--- config.mk ---
export PLATFORM = sky130hd
export DESIGN_NAME = ctlp_top
export DESIGN_NICKNAME = d
export VERILOG_FILES = /design/src/hdl/ctlp_delay_timer.v /design/src/hdl/ctlp_top.v
export VERILOG_INCLUDE_DIRS = /design/src /design/src/shared
export SDC_FILE = /design/constraint.sdc
export NUM_CORES = 1
export LEC_CHECK = 0
export BUFFER_PORTS_ARGS = -buffer_cell sky130_fd_sc_hd__buf_2
export CAP_MARGIN = 30
export CORE_MARGIN = 2
export CORE_UTILIZATION = 40
export DETAILED_ROUTE_END_ITERATION = 10
export GPL_ROUTABILITY_DRIVEN = 0
export SYNTH_ARGS = -nofsm -noshare
export SYNTH_HDL_FRONTEND = slang
export SYNTH_HIERARCHICAL = 1
export SYNTH_SLANG_ARGS = --single-unit
--- constraint.sdc ---
create_clock -name core_clk_in -period 2.45 [get_ports core_clk_in]
set_input_delay 0.1225 -clock core_clk_in [delete_from_list [all_inputs] [get_ports core_clk_in]]
set_output_delay 0.1225 -clock core_clk_in [all_outputs]
set_load 0.01 [all_outputs]
--- src/shared/ctlp_consts.vh ---
// Constants for the calibration trigger and low-power control block
`ifndef CTLP_CONSTS_VH
`define CTLP_CONSTS_VH

// =====================================================================
// Register indices and AXI4-Lite byte addresses (byte address = 4 x index)
`define CTLP_IDX_PIN_CFG 8'h6B
`define CTLP_IDX_SOFT_TRIG 8'h6C
`define CTLP_IDX_LP_CFG 8'h6E
`define CTLP_IDX_VEC_EN 8'h70
`define CTLP_IDX_STATUS 8'h72
`define CTLP_ADDR_PIN_CFG 12'h1AC
`define CTLP_ADDR_SOFT_TRIG 12'h1B0
`define CTLP_ADDR_LP_CFG 12'h1B8
`define CTLP_ADDR_VEC_EN 12'h1C0
`define CTLP_ADDR_STATUS 12'h1C8

// =====================================================================
// Reset values
`define CTLP_RST_PIN_CFG 8'h00
`define CTLP_RST_SOFT_TRIG 8'h01
`define CTLP_RST_LP_CFG 8'h88
`define CTLP_RST_VEC_EN 8'h00

// =====================================================================
// Field positions
`define CTLP_BIT_TRIG_SEL 0
`define CTLP_BIT_BG_EN 3
`define CTLP_BIT_SOFT_TRIG 0
`define CTLP_BIT_LOW_POWER_CAL_ENABLE 0
`define CTLP_BIT_TRIG_MODE 1
`define CTLP_WAKE_HI 4
`define CTLP_WAKE_LO 3
`define CTLP_SLEEP_HI 7
`define CTLP_SLEEP_LO 5
`define CTLP_BIT_VEC_EN 0

// =====================================================================
// Delay exponents k, delay = (2^k + 1) x 256 clock periods
`define CTLP_TICK_CYCLES 256
`define CTLP_SLEEP_K0 6'h03
`define CTLP_SLEEP_K1 6'h0F
`define CTLP_SLEEP_K2 6'h12
`define CTLP_SLEEP_K3 6'h15
`define CTLP_SLEEP_K4 6'h18
`define CTLP_SLEEP_K5 6'h1B
`define CTLP_SLEEP_K6 6'h1E
`define CTLP_SLEEP_K7 6'h21
`define CTLP_WAKE_K0 6'h21
`define CTLP_WAKE_K1 6'h12
`define CTLP_WAKE_K2 6'h15
`define CTLP_WAKE_K3 6'h18

// =====================================================================
// AXI responses
`define CTLP_RESP_OKAY 2'h0
`define CTLP_RESP_SLVERR 2'h2

`endif
--- src/hdl/ctlp_delay_timer.v ---
// Delay timer counting (2^k + 1) ticks of TICK_CYCLES clocks each
`timescale 1ns/1ns
module ctlp_delay_timer #(
  parameter TICK_CYCLES = 256
) (
  // Clock and reset
  input wire core_clk_in,
  input wire rst_n_in,
  // Control
  input wire start_in,
  input wire abort_in,
  input wire [5:0] exp_in,
  // Status
  output reg busy_out,
  output reg done_out
);

  localparam [31:0] TICK_M1 = TICK_CYCLES - 1;
  localparam [15:0] PRE_LAST = TICK_M1[15:0];

  reg [15:0] pre_r;
  reg [34:0] cnt_r;
  reg [34:0] last_r;

  // =====================================================================
  // Prescaler and tick counter; a new start restarts the count unless abort_in is high in the same cycle
  always @(posedge core_clk_in or negedge rst_n_in) begin
    if (!rst_n_in) begin
      pre_r <= 16'h0000;
      cnt_r <= 35'h000000000;
      last_r <= 35'h000000000;
      busy_out <= 1'b0;
      done_out <= 1'b0;
    end else begin
      done_out <= 1'b0;
      if (abort_in) begin
        busy_out <= 1'b0;
      end else if (start_in) begin
        busy_out <= 1'b1;
        pre_r <= 16'h0000;
        cnt_r <= 35'h000000000;
        last_r <= 35'h000000001 << exp_in; // 2^k + 1 ticks, last index 2^k
      end else if (busy_out) begin
        if (pre_r == PRE_LAST) begin
          pre_r <= 16'h0000;
          if (cnt_r == last_r) begin
            busy_out <= 1'b0;
            done_out <= 1'b1;
          end else begin
            cnt_r <= cnt_r + 35'h000000001;
          end
        end else begin
          pre_r <= pre_r + 16'h0001;
        end
      end
    end
  end

endmodule

--- src/hdl/ctlp_top.v ---
// Calibration trigger select and low-power calibration sleep/wake control
// How it works
// trigger select clear: calibration trigger follows the software trigger bit
// trigger select set: trigger follows the external pin, software bit ignored
// no triggering needed: keep select clear and software bit at one
// sleep code bits 7:5 give idle (2^k+1)x256 clocks, k from table
// software should not program sleep codes below four
// wake code bits 4:3 give settle (2^k+1)x256 clocks before calibrating
// software should not program wake code zero
// triggered-wake clear: sleep time comes from sleep code, autonomous
// triggered-wake set: ADC sleeps until the selected trigger goes low
// low-power scheme active only with its enable and background calibration on
// low-power configuration register resets to 0x88
// software trigger register resets to 0x01
// vector access enable bit 0 opens the calibration vector port, reset zero
// software must access the vector port exactly 673 times
// external trigger pin is synchronised before use
`timescale 1ns/1ns
`include "ctlp_consts.vh"
module ctlp_top #(
  parameter TICK_CYCLES = `CTLP_TICK_CYCLES,
  parameter [5:0] EXP_REDUCE = 6'h00
) (
  // Clock and reset
  input wire core_clk_in,
  input wire rst_n_in,
  // AXI4-Lite write address and data
  input wire [11:0] s_axi_awaddr_in,
  input wire s_axi_awvalid_in,
  output reg s_axi_awready_out,
  input wire [31:0] s_axi_wdata_in,
  input wire [3:0] s_axi_wstrb_in,
  input wire s_axi_wvalid_in,
  output reg s_axi_wready_out,
  // AXI4-Lite write response
  output reg [1:0] s_axi_bresp_out,
  output reg s_axi_bvalid_out,
  input wire s_axi_bready_in,
  // AXI4-Lite read
  input wire [11:0] s_axi_araddr_in,
  input wire s_axi_arvalid_in,
  output reg s_axi_arready_out,
  output reg [31:0] s_axi_rdata_out,
  output reg [1:0] s_axi_rresp_out,
  output reg s_axi_rvalid_out,
  input wire s_axi_rready_in,
  // Trigger pin and calibration engine
  input wire cal_trigger_pin_in,
  input wire cal_done_in,
  // Control outputs
  output reg cal_trigger_out,
  output reg adc_wake_out,
  output reg cal_start_out,
  output reg lp_active_out,
  output reg background_cal_enable_out,
  output reg cal_vector_enable_out
);

  localparam [1:0] S_OFF = 2'h0;
  localparam [1:0] S_SLEEP = 2'h1;
  localparam [1:0] S_SETTLE = 2'h2;
  localparam [1:0] S_CAL = 2'h3;

  // Registers
  reg [7:0] pin_cfg_r;
  reg [7:0] soft_trig_r;
  reg [7:0] lp_cfg_r;
  reg [7:0] vec_en_r;
  // Bus state
  reg [11:0] aw_addr_r;
  reg aw_got_r;
  reg [7:0] w_data_r;
  reg w_strb0_r;
  reg w_got_r;
  // Trigger synchroniser
  reg pin_meta_r;
  reg pin_sync_r;
  // Scheduler
  reg [1:0] state_r;
  reg [1:0] state_nxt;
  reg tmr_start_r;
  reg tmr_start_nxt;
  reg [5:0] tmr_exp_r;
  reg [5:0] tmr_exp_nxt;
  reg cal_start_nxt;
  wire tmr_busy;
  wire tmr_done;
  wire trig_sel;
  wire lp_on;
  wire do_write;

  // =====================================================================
  // Delay exponent decode and simulation shortening
  function [5:0] sleep_exp;
    input [2:0] code;
    begin
      case (code)
        3'h0: sleep_exp = `CTLP_SLEEP_K0;
        3'h1: sleep_exp = `CTLP_SLEEP_K1;
        3'h2: sleep_exp = `CTLP_SLEEP_K2;
        3'h3: sleep_exp = `CTLP_SLEEP_K3;
        3'h4: sleep_exp = `CTLP_SLEEP_K4;
        3'h5: sleep_exp = `CTLP_SLEEP_K5;
        3'h6: sleep_exp = `CTLP_SLEEP_K6;
        default: sleep_exp = `CTLP_SLEEP_K7;
      endcase
    end
  endfunction

  function [5:0] wake_exp;
    input [1:0] code;
    begin
      case (code)
        2'h0: wake_exp = `CTLP_WAKE_K0;
        2'h1: wake_exp = `CTLP_WAKE_K1;
        2'h2: wake_exp = `CTLP_WAKE_K2;
        default: wake_exp = `CTLP_WAKE_K3;
      endcase
    end
  endfunction

  function [5:0] eff_exp;
    input [5:0] k;
    begin
      if (k > EXP_REDUCE) begin
        eff_exp = k - EXP_REDUCE;
      end else begin
        eff_exp = 6'h00;
      end
    end
  endfunction

  // Register read mux shared by the read channel
  function [31:0] read_word;
    input [11:0] addr;
    input [7:0] pin_cfg;
    input [7:0] soft_trig;
    input [7:0] lp_cfg;
    input [7:0] vec_en;
    input [7:0] status;
    begin
      case (addr)
        `CTLP_ADDR_PIN_CFG: read_word = {24'h000000, pin_cfg};
        `CTLP_ADDR_SOFT_TRIG: read_word = {24'h000000, soft_trig};
        `CTLP_ADDR_LP_CFG: read_word = {24'h000000, lp_cfg};
        `CTLP_ADDR_VEC_EN: read_word = {24'h000000, vec_en};
        `CTLP_ADDR_STATUS: read_word = {24'h000000, status};
        default: read_word = 32'h00000000;
      endcase
    end
  endfunction

  function addr_ok;
    input [11:0] addr;
    begin
      case (addr)
        `CTLP_ADDR_PIN_CFG, `CTLP_ADDR_SOFT_TRIG, `CTLP_ADDR_LP_CFG,
        `CTLP_ADDR_VEC_EN, `CTLP_ADDR_STATUS: addr_ok = 1'b1;
        default: addr_ok = 1'b0;
      endcase
    end
  endfunction

  // =====================================================================
  // AXI4-Lite write path: address and data taken in either order
  assign do_write = aw_got_r && w_got_r && !s_axi_bvalid_out;

  always @(posedge core_clk_in or negedge rst_n_in) begin
    if (!rst_n_in) begin
      s_axi_awready_out <= 1'b1;
      s_axi_wready_out <= 1'b1;
      s_axi_bvalid_out <= 1'b0;
      s_axi_bresp_out <= `CTLP_RESP_OKAY;
      aw_addr_r <= 12'h000;
      aw_got_r <= 1'b0;
      w_data_r <= 8'h00;
      w_strb0_r <= 1'b0;
      w_got_r <= 1'b0;
    end else begin
      if (s_axi_awvalid_in && s_axi_awready_out) begin
        aw_addr_r <= s_axi_awaddr_in;
        aw_got_r <= 1'b1;
        s_axi_awready_out <= 1'b0;
      end
      if (s_axi_wvalid_in && s_axi_wready_out) begin
        w_data_r <= s_axi_wdata_in[7:0];
        w_strb0_r <= s_axi_wstrb_in[0];
        w_got_r <= 1'b1;
        s_axi_wready_out <= 1'b0;
      end
      if (do_write) begin
        s_axi_bvalid_out <= 1'b1;
        s_axi_bresp_out <= addr_ok(aw_addr_r) ? `CTLP_RESP_OKAY : `CTLP_RESP_SLVERR;
      end
      if (s_axi_bvalid_out && s_axi_bready_in) begin
        s_axi_bvalid_out <= 1'b0;
        aw_got_r <= 1'b0;
        w_got_r <= 1'b0;
        s_axi_awready_out <= 1'b1;
        s_axi_wready_out <= 1'b1;
      end
    end
  end

  // =====================================================================
  // Register file; only byte lane 0 carries data
  always @(posedge core_clk_in or negedge rst_n_in) begin
    if (!rst_n_in) begin
      pin_cfg_r <= `CTLP_RST_PIN_CFG;
      // soft trigger starts high
      soft_trig_r <= `CTLP_RST_SOFT_TRIG;
      // sleep code 4, wake code 1
      lp_cfg_r <= `CTLP_RST_LP_CFG;
      vec_en_r <= `CTLP_RST_VEC_EN;
    end else if (do_write && w_strb0_r) begin
      case (aw_addr_r)
        `CTLP_ADDR_PIN_CFG: pin_cfg_r <= w_data_r;
        `CTLP_ADDR_SOFT_TRIG: soft_trig_r <= w_data_r;
        `CTLP_ADDR_LP_CFG: lp_cfg_r <= w_data_r;
        `CTLP_ADDR_VEC_EN: vec_en_r <= w_data_r;
        default: pin_cfg_r <= pin_cfg_r;
      endcase
    end
  end

  // =====================================================================
  // AXI4-Lite read path: data one cycle after the address is taken
  always @(posedge core_clk_in or negedge rst_n_in) begin
    if (!rst_n_in) begin
      s_axi_arready_out <= 1'b1;
      s_axi_rvalid_out <= 1'b0;
      s_axi_rdata_out <= 32'h00000000;
      s_axi_rresp_out <= `CTLP_RESP_OKAY;
    end else begin
      if (s_axi_arvalid_in && s_axi_arready_out) begin
        s_axi_arready_out <= 1'b0;
        s_axi_rvalid_out <= 1'b1;
        s_axi_rdata_out <= read_word(s_axi_araddr_in, pin_cfg_r, soft_trig_r, lp_cfg_r,
          vec_en_r, {3'h0, adc_wake_out, cal_trigger_out, tmr_busy, state_r});
        s_axi_rresp_out <= addr_ok(s_axi_araddr_in) ? `CTLP_RESP_OKAY : `CTLP_RESP_SLVERR;
      end else if (s_axi_rvalid_out && s_axi_rready_in) begin
        s_axi_rvalid_out <= 1'b0;
        s_axi_arready_out <= 1'b1;
      end
    end
  end

  // =====================================================================
  // two-stage trigger pin synchroniser
  always @(posedge core_clk_in or negedge rst_n_in) begin
    if (!rst_n_in) begin
      pin_meta_r <= 1'b1;
      pin_sync_r <= 1'b1;
    end else begin
      pin_meta_r <= cal_trigger_pin_in;
      pin_sync_r <= pin_meta_r;
    end
  end

  // soft bit when select clear
  // synchronised pin when select set
  assign trig_sel = pin_cfg_r[`CTLP_BIT_TRIG_SEL] ? pin_sync_r
    : soft_trig_r[`CTLP_BIT_SOFT_TRIG];
  // needs low-power and background enables
  assign lp_on = lp_cfg_r[`CTLP_BIT_LOW_POWER_CAL_ENABLE] && pin_cfg_r[`CTLP_BIT_BG_EN];

  // =====================================================================
  // Sleep/wake scheduler next state
  always @* begin
    state_nxt = state_r;
    tmr_start_nxt = 1'b0;
    tmr_exp_nxt = tmr_exp_r;
    cal_start_nxt = 1'b0;
    case (state_r)
      S_OFF: begin
        if (lp_on) begin
          state_nxt = S_SLEEP;
        end
      end
      S_SLEEP: begin
        if (!lp_on) begin
          state_nxt = S_OFF;
        end else if (lp_cfg_r[`CTLP_BIT_TRIG_MODE]) begin
          // wake on trigger low
          if (!trig_sel) begin
            state_nxt = S_SETTLE;
            tmr_start_nxt = 1'b1;
            tmr_exp_nxt = eff_exp(wake_exp(lp_cfg_r[`CTLP_WAKE_HI:`CTLP_WAKE_LO]));
          end
        end else if (tmr_done) begin
          // autonomous sleep expired
          state_nxt = S_SETTLE;
          tmr_start_nxt = 1'b1;
          tmr_exp_nxt = eff_exp(wake_exp(lp_cfg_r[`CTLP_WAKE_HI:`CTLP_WAKE_LO]));
        end else if (!tmr_busy && !tmr_start_r) begin
          // time sleep from code
          tmr_start_nxt = 1'b1;
          tmr_exp_nxt = eff_exp(sleep_exp(lp_cfg_r[`CTLP_SLEEP_HI:`CTLP_SLEEP_LO]));
        end
      end
      S_SETTLE: begin
        if (!lp_on) begin
          state_nxt = S_OFF;
        end else if (tmr_done && !tmr_start_r) begin
          // settle done, calibrate; a stale sleep done is ignored
          state_nxt = S_CAL;
          cal_start_nxt = 1'b1;
        end
      end
      S_CAL: begin
        if (!lp_on) begin
          state_nxt = S_OFF;
        end else if (cal_done_in) begin
          state_nxt = S_SLEEP;
        end
      end
      default: begin
        state_nxt = S_OFF;
      end
    endcase
  end

  // Scheduler registers and outputs
  always @(posedge core_clk_in or negedge rst_n_in) begin
    if (!rst_n_in) begin
      state_r <= S_OFF;
      tmr_start_r <= 1'b0;
      tmr_exp_r <= 6'h00;
      cal_start_out <= 1'b0;
      adc_wake_out <= 1'b1;
      lp_active_out <= 1'b0;
      cal_trigger_out <= 1'b1;
      background_cal_enable_out <= 1'b0;
      cal_vector_enable_out <= 1'b0;
    end else begin
      state_r <= state_nxt;
      tmr_start_r <= tmr_start_nxt;
      tmr_exp_r <= tmr_exp_nxt;
      cal_start_out <= cal_start_nxt;
      adc_wake_out <= (state_nxt != S_SLEEP);
      lp_active_out <= (state_nxt != S_OFF);
      cal_trigger_out <= trig_sel;
      background_cal_enable_out <= pin_cfg_r[`CTLP_BIT_BG_EN];
      // vector port enable
      cal_vector_enable_out <= vec_en_r[`CTLP_BIT_VEC_EN];
    end
  end

  // =====================================================================
  // Shared sleep and settle timer
  ctlp_delay_timer #(
    .TICK_CYCLES(TICK_CYCLES)
  ) u_timer (
    .core_clk_in(core_clk_in),
    .rst_n_in(rst_n_in),
    .start_in(tmr_start_r),
    .abort_in(state_r == S_OFF),
    .exp_in(tmr_exp_r),
    .busy_out(tmr_busy),
    .done_out(tmr_done)
  );

endmodule

==> Word-level counts from Yosys, hierarchy flattened <==
Index checks and enable logic that the tools add are counted.
{ "classes": {"addsub": 2, "magnitude_cmp": 3, "eq_ne": 26, "shift": 1, "mux": 80, "bitwise_logic": 1, "n_reduce_logical": 35} }
{ "op_table": {"columns": ["cell", "n"], "rows": [
  ["two-way mux 35 bit", 4],
  ["== test 12 x 9 -> 1 bit (second input constant)", 10],
  ["two-way mux 6 bit", 20],
  ["two-way mux 16 bit", 3],
  ["case mux 6 bit (7 select lines)", 1],
  ["case mux 8 bit (5 select lines)", 1],
  ["two-way mux 1 bit", 38],
  ["adder 35 x 1 -> 35 bit (second input constant)", 1],
  ["== test 35 bit", 1],
  ["left shift 1 x 6 -> 35 bit (first input constant)", 1],
  ["two-way mux 2 bit", 11],
  ["greater-than comparator 6 x 1 -> 1 bit (second input constant)", 3],
  ["case mux 6 bit (3 select lines)", 1],
  ["adder 16 x 1 -> 16 bit (second input constant)", 1],
  ["== test 16 x 8 -> 1 bit (second input constant)", 1],
  ["nonzero test 2 bit", 7],
  ["AND reduction 2 bit", 6],
  ["logical AND 1 bit", 11],
  ["OR reduction 5 bit", 2],
  ["== test 3 bit (second input constant)", 3],
  ["case mux 2 bit (4 select lines)", 1],
  ["AND reduction 4 bit", 2],
  ["== test 2 bit (second input constant)", 3],
  ["== test 3 x 2 -> 1 bit (second input constant)", 2],
  ["other kinds (9)", 14]
]} }
{ "word_totals": {"reg_bits": 201, "in_bits": 69, "output_inout_bits": 47} }

==> Logic depth before layout (Yosys ltp) <==
Gate-level depths: netlist of run 1.
{ "logic_depth": {"depth_word": 12, "ltp_mapped": 10} }

==> Modules after synthesis <==
The synthesis of run 1 kept the hierarchy.
{ "by_module_without_submodules": {"columns": ["module", "instances", "cells_per_inst", "area_per_inst_um2", "seq_area_each_um2"], "rows": [
  ["ctlp_delay_timer", 1, 499, 4794.6, 2202.1],
  ["ctlp_top", 1, 316, 4057.6, 2189.6]
]} }

==> Least setup slack after synthesis of run 1 <==
No wires, ideal clock.
{ "synth_path": {"path_type": "register -> register", "start": "register u_timer.pre_r[12]", "end": "register u_timer.cnt_r[8]", "setup_time_ps": 78, "arrival_time_ps": 2021, "slack_ps": 351, "stages_incl_launch_ff": 9, "path_buffers": 2, "period_less_slack_ps": 2099, "path_cell_list": "dfrtp_1 or4_4 nor2_4 a31o_1 buf_6 nand2_4 buf_6 or4_1 a21oi_1"} }
{ "synth_between": {"elab_chain_len": 3} }
{ "synth_rtl": {"columns": ["item", "line_no", "text"], "rows": [
  ["start: declaration", "ctlp_delay_timer.v:21", "reg [15:0] pre_r;"],
  ["start signal: assignment", "ctlp_delay_timer.v:53", "pre_r <= pre_r + 16'h0001;"],
  ["== test 16 x 8 -> 1 bit", "ctlp_delay_timer.v:44", "if (pre_r == PRE_LAST) begin"],
  ["nonzero test 2 bit (no source line)", null, null],
  ["AND reduction 4 bit (no source line)", null, null],
  ["end signal: assignment", "ctlp_delay_timer.v:50", "cnt_r <= cnt_r + 35'h000000001;"],
  ["end: declaration", "ctlp_delay_timer.v:22", "reg [34:0] cnt_r;"]
]} }
No other way between the ends.
A chain may end at the register's enable or synchronous reset.

==> Worst setup path after layout of run 1 <==
{ "layout_path": {"start": "register u_timer.cnt_r[33]", "end": "register u_timer.cnt_r[25]"} }
{ "layout_between": {"elab_chain_len": 3} }
{ "layout_rtl": {"columns": ["item", "line_no", "text"], "rows": [
  ["== test 35 bit", "ctlp_delay_timer.v:46", "if (cnt_r == last_r) begin"],
  ["!= test 2 bit (no source line)", null, null],
  ["AND reduction 4 bit (no source line)", null, null]
]} }
No other way between the ends.

==> summary.md, run 1 <==
| Metric | Value |
|---|---|
| Die area | about 23000 µm² |
| DP Area | between 9000 and 10000 µm² |
| Switching pwr | 1.844 mW |
| Worst path cell trace | xor2_1 > nor4_1 > nand4_1 > or3_1 > nand3_1 > buf_12 > o21ai_0 |
| Actual slew at the worst max-slew pin | ~0.58 ns |
| GRT Total Usage | 0.1836 |
| CTS clk-pin slew, worst paths | 0.07 ns |
| Htree depth | 4 |
| Vias in the first global route | roughly 6400 |
| # setup viols final | 0 |
| MaxCap Viol Count | 0 |
| Remaining DRCs | 0 |
| Worst setup margin | ~0.17 ns |
| Run status | completed |
| Startpoint types | flip-flop |
| Clk_lat worst skew | between 0.4 and 0.5 ns |
| CP Data Arrival Time | 2.59 ns |
| Final hold vios | 0 |
| Netlist Area Pre-Place | ~8900 µm² |
| Total gr overflow | 0 |
| Synth warn | 6 |
| Global-route wire length before repair | around 34000 µm |
| Critical path's slowest cell | or3_1 |
| I/O Pins | 116 |
| Antenna violations before repair | 0 |
| Largest net degree at the start of global routing | 50 |
| Core Area | 21760 µm² |
| Netlist cell types | 70 |
| Combinational power share | 0.095 |
| WP data required | about 2.8 ns |
| Pint | 4.850 mW |
| Reg power frac | 0.501 |
| TNS Setup | 0 ns |
| #FFs+latches synth | about 180 |
| PortBufs | 62 |
| CTS Buf Count | 17 |
| Commonest cells after routing, fill and taps aside | dfrtp_1 (164), nand2_1 (61), buf_2 (61) |
| Share of cells above drive strength 1 | 0.2436 |
| Fin cells | approximately 1200 |
| Critical path buffer and inverter count | 1 |
| Slew Viols, Final | 0 |
| Filler Cells Inserted | 2045 |
| Clk pwr share | 0.404 |
| ANT cells | 0 |
| Clock buffer depth | 2 |
| WS Path Type | flip-flop to flip-flop |
| Peak VDD IR | about 0.45 mV |
| Power Density | about 640 nW/µm² |
| Leading cell type in the layout, fill and taps excluded | dfrtp_1 |
| Tmin final | around 2.3 ns |
| Design area | 10520 µm² |
| Most used DFF post-synth | dfrtp_1 |
| Total wire length | 20970 µm |
| Avg Inst Size Synth | 10.86 µm² |
| CTS tree | yes |
| Number of synthesized flops with an enable pin | 0 |
| Family with the most delay on the worst path | simple AND/OR/NAND/NOR gates |
| Placed insts | between 1000 and 1500 |
| # clock sinks | 175 |
| Initial Util | 0.4069 |
| Async SR Flop Fraction | 1.000 |
| Final #Nets | around 1000 |
| Drt pass-1 iters | 4 |
| Wire per inst | between 15 and 20 µm |
| FP Rows | 54 |
| Unrepaired setup endpoints after global routing | false |
| FMAX | ~440 MHz |
| Iter 0 DRT Violations | just over 400 |
| Switching portion of total power | 0.2755 |
| Cell count after synthesis | a little over 800 |
| Clock skew | around 0.015 ns |
| Die Y | ~150 µm |
| Post-synthesis sequential area ratio | 0.4961 |
| Final HPWL from detailed placement | around 15000 µm |
| Worst hold path type | input port to async pin |
| Routed vias/inst | ~5.5 |
| Pre-CTS setup slack | between 0.15 and 0.2 ns |
| DIE WIDTH | ~150 µm |
| Routed Antenna Nets | 0 |
| P&R area growth vs syn | 18.80% |
| Vias | 6678 |
| CP max stage delay | 0.46 ns |
| Critical path endpoint category | flip-flop |
| Period utilization | 0.9301 |
| Worst slew margin | 0.6074 |
| Leak | approximately 5.0 nW |
| Clock root buffer | clkbuf_16 |
| Crit Path Max Fanout | 12 |
## worst paths after layout
check                              startpoint                 end  slack (ns)  cells past startpoint
max                         u_timer/cnt_r[33]   u_timer/cnt_r[25]        0.17                      7
min                                  rst_n_in   u_timer/last_r[5]        0.19                      2
max reg2reg                 u_timer/cnt_r[33]   u_timer/cnt_r[25]        0.17                      7
min reg2reg                        pin_meta_r          pin_sync_r        0.36                      0
max in group asynchronous            rst_n_in   s_axi_arready_out        1.56                      3
min in group core_clk_in   s_axi_araddr_in[2]  s_axi_rdata_out[3]        0.19                      4
## repair_timing
item                                    in CTS  in global routing
hold buffers                                32                  0
hold endpoints to repair                    70                  0
buffers inserted                             0                  0
endpoints found under the setup margin       0                 10
resized for setup                            0                  3
## state kept, by name, indices dropped and copies added (netlist names), 2 cells and up
signal and count:
vec_en_r 8, soft_trig_r 8, tmr_exp_r 6, u_timer/last_r 35
u_timer/pre_r 16, aw_addr_r 12, u_timer/cnt_r 35, w_data_r 8
lp_cfg_r 8, s_axi_rdata_out 8, pin_cfg_r 8, state_r 2
## cell families after synthesis
| family | after synthesis | synth area share |
|---|---|---|
| AND/OR/NAND/NOR | 269 | 0.1782 |
| buffers and inverters | 79 | 0.04961 |
| XOR/XNOR | 45 | 0.04452 |
| flip-flops | 175 | 0.4961 |
| other | 1 | 0.0004236 |
| adder cells (fa/ha/maj) | 2 | 0.002826 |
| AO/OA/AOI/OAI | 169 | 0.1316 |
| multiplexers | 75 | 0.09668 |
## power groups by stage
stage	Sequential [mW]	Clock, mW	Combinational [mW]
final	3.35	2.71	0.635
after global routing	3.40	2.90	0.713
after CTS	3.35	2.77	0.641
after detailed placement	3.41	0	0.583
after global placement	3.40	0	0.569
after floorplan	3.35	0	0.424
## synthesized netlist by cell type (10+ instances only)
cell	number	area, µm²
and3_1	20	125.1
nor4_1	17	106.4
nand2b_1	13	81.33
a21oi_1	26	130.1
xor2_1	42	367.9
nand2_1	62	232.7
nand4_1	21	131.4
clkbuf_1	22	82.58
o21ai_0	31	155.2
o31ai_1	36	270.3
buf_4	28	210.2
nand3_1	25	125.1
mux2i_1	15	150.1
buf_2	12	60.06
nor2_1	35	131.4
mux2_2	52	585.6
a22o_1	16	140.1
dfstp_2	10	262.8
inv_1	14	52.55
dfrtp_1	165	4129
a31oi_1	12	75.07
a22oi_1	13	97.59
## through the flow
step                power [mW]    util  hold slack [ns]
floorplan                3.770       -          -0.1731
global placement         3.968  0.4408          0.09258
detailed placement       3.990  0.4408          0.09059
CTS                      6.767  0.4829           0.1719
global route             7.009  0.4834           0.2163
finish                   6.694  0.4834           0.1935
## cell type report
type / instances / area, µm² / area share
inverter: 14 / 52.55 / 0.004997
sequential: 175 / 4393 / 0.4177
multi-input combinational: 586 / 4130 / 0.3927
clock inverter: 15 / 168.9 / 0.01606
timing repair buffer: 133 / 996.0 / 0.09471
tap: 280 / 350.3 / 0.03331
clock buffer: 17 / 425.4 / 0.04045
## routing by layer
metal  wire [µm]  up-vias  global-route usage
li1            -     3195                   -
met1       10010     3306              0.2596
met2        9853      154              0.2904
met3         802       23             0.03299
met4         302        0             0.05291
met5           0        -                   0
(Power assumes the default switching activity.)
==> inputs of run 2 (changes only) <==
==> constraint.sdc (replaced) <==
create_clock -name core_clk_in -period 2.45 [get_ports core_clk_in]
set_input_delay 0.245 -clock core_clk_in [delete_from_list [all_inputs] [get_ports core_clk_in]]
set_output_delay 0.245 -clock core_clk_in [all_outputs]
set_load 0.01 [all_outputs]
==> run 2 against run 1 <==
Net effect:
- worst hold slack worse by 0.18 ns
- sequential cell count did not move
- non-clock buffer count fell by 31
- highest routed layer unchanged
- register-to-register slack got worse by 0.03 ns
- largest power group unchanged
- sequential power about the same
- combinational power is 9.4% lower
- setup slack lost 0.034 ns
- count of clock-buffer cells in the layout grew 1
- critical path type unchanged
- design area shrank 2.5%
- core utilization fell by 1.2 points
- final cell count shrank 2.5%
==> summary.md, run 2 (synthesis gave the netlist of run 1 again) <==
| Metric | Value |
|---|---|
| Run status | completed |
| # clock sinks | 175 |
| CTS tree | yes |
| Final #Nets | between 900 and 1000 |
| Leak | just under 5 nW |
| CTS clk-pin slew, worst paths | 0.08 ns |
| Actual slew at the worst max-slew pin | 0.5695 ns |
| Family with the most delay on the worst path | simple AND/OR/NAND/NOR gates |
| FP Rows | 54 |
| Global-route wire length before repair | ~35000 µm |
| Power Density | 654.9 nW/µm² |
| Crit Path Max Fanout | 9 |
| Critical path's slowest cell | or4_4 |
| Die Y | between 150 and 200 µm |
| Remaining DRCs | 0 |
| P&R area growth vs syn | 15.86% |
| GRT Total Usage | 0.1834 |
| GR Layer Usage met2 | 0.2842 |
| Startpoint types | flip-flop |
| MaxCap Viol Count | 0 |
| ANT cells | 0 |
| Total wire length | 20540 µm |
| Vias in the first global route | ~6500 |
| Htree depth | 4 |
| Routed vias/inst | 5.495 |
| Final HPWL from detailed placement | between 10000 and 15000 µm |
| Core Area | 21760 µm² |
| Filler Cells Inserted | ~2000 |
| Unrepaired setup endpoints after global routing | false |
| Vias | 6534 |
| M1 GR Usage | 0.2640 |
| Peak VDD IR | 0.5171 mV |
| Routed Antenna Nets | 0 |
| # setup viols final | 0 |
| Largest net degree at the start of global routing | 67 |
| CP max stage delay | 0.56 ns |
| Critical path endpoint category | flip-flop |
| Busiest grt layer | met2 |
| Antenna violations before repair | 0 |
| Iter 0 DRT Violations | around 470 |
| Final hold vios | 0 |
| I/O Pins | between 100 and 150 |
| Period utilization | 0.9439 |
| Commonest cells after routing, fill and taps aside | dfrtp_1 (165), nand2_1 (61), buf_2 (61) |
| FMAX | 432.4 MHz |
| Worst hold path type | input port to flip-flop |
| CTS Buf Count | 17 |
| Slew Viols, Final | 0 |
| Die area | between 20000 and 25000 µm² |
| WP data required | 2.81 ns |
| Wire per inst | between 15 and 20 µm |
| Tmin final | approximately 2.3 ns |
| TNS Setup | 0 ns |
| CP Data Arrival Time | roughly 2.7 ns |
| Share of cells above drive strength 1 | 0.2442 |
| Worst path cell trace | or4_4 > nor2_4 > a31o_1 > buf_4 > nand4_1 > or3_1 > a21oi_1 |
| Tot Pwr | 6.717 mW |
| WS Path Type | flip-flop to flip-flop |
| Worst slew margin | 0.6172 |
| Clock skew | 0.02004 ns |
| DIE WIDTH | 152.8 µm |
| Clock root buffer | clkbuf_16 |
| Initial Util | 0.4069 |
| PortBufs | between 60 and 70 |
| Clock buffer depth | 2 |
| M3 GR Usage | 0.03896 |
| Drt pass-1 iters | 4 |
| Critical path buffer and inverter count | 1 |
| Total gr overflow | 0 |
| Leading cell type in the layout, fill and taps excluded | dfrtp_1 |
| Total setup buffers inserted after CTS | 0 |
| Top flop regs | u_timer/cnt_r: 35 flops, u_timer/last_r: 35 flops, u_timer/pre_r: 16 flops |
| Clk_lat worst skew | between 0.4 and 0.5 ns |
-- run 2: final timing paths --
| path | to | slack (ns) | from | cells past startpoint |
|---|---|---|---|---|
| hold / removal | s_axi_rvalid_out | 0.01 | s_axi_rready_in | 2 |
| max in group asynchronous | cal_trigger_out | 1.32 | rst_n_in | 3 |
| setup / recovery | u_timer/cnt_r[31] | 0.14 | u_timer/pre_r[12] | 7 |
| hold reg to reg | pin_sync_r | 0.36 | pin_meta_r | 0 |
| setup reg to reg | u_timer/cnt_r[31] | 0.14 | u_timer/pre_r[12] | 7 |
| min in group asynchronous | u_timer/cnt_r[19] | 0.35 | rst_n_in | 2 |
-- run 2: area by class of cell --
class / instances / area [µm²] / share of cell area
sequential: 175 / 4392 / 0.4282
multi-input combinational: 586 / 4133 / 0.4030
clock inverter: 14 / 182.7 / 0.01781
timing repair buffer: 102 / 706.9 / 0.06893
tap: 280 / 350.3 / 0.03416
inverter: 14 / 52.55 / 0.005124
clock buffer: 18 / 439.2 / 0.04282
-- run 2: worst reg2reg max path: stages (launching register included) --
cell,delay [ns]
dfrtp_1,0.44
or4_4,0.56
nor2_4,0.11
a31o_1,0.28
buf_4,0.23
nand4_1,0.13
or3_1,0.34
a21oi_1,0.16
-- run 2: per-layer routing --
| layer | share of wire | vias to the layer above |
|---|---|---|
| li1 | - | 3131 |
| met1 | 0.48 | 3233 |
| met2 | 0.46 | 150 |
| met3 | 0.040 | 20 |
| met4 | 0.012 | 0 |
| met5 | 0 | - |
-- run 2: what timing repair did --
| action | 4_1_cts | 5_1_grt |
|---|---|---|
| gates resized for setup | 0 | 1 |
| endpoints found under the setup margin | 0 | 5 |
| hold endpoints to repair | 54 | 0 |
| hold buffers | 6 | 0 |
-- run 2: power breakdown --
part	switching (mW)	internal (mW)	total [mW]
combinational	0.271	0.304	0.575
sequential	0.231	3.13	3.36
clock	1.36	1.42	2.78
-- run 2: through the flow --
step | worst slack [ns] | std cells | hold WS, ns | cell area (µm²) | util
after floorplan | 0.3509 | 840 | -0.05059 | 8946 | -
after global placement | 0.2139 | 1151 | 0.2546 | 9565 | 0.4397
after detailed placement | 0.1628 | 1151 | 0.2489 | 9565 | 0.4397
after CTS | 0.1126 | 1189 | 0.002940 | 10250 | 0.4710
after global routing | 0.01463 | 1189 | 0.003880 | 10260 | 0.4714
final | 0.1374 | 1189 | 0.01470 | 10260 | 0.4714
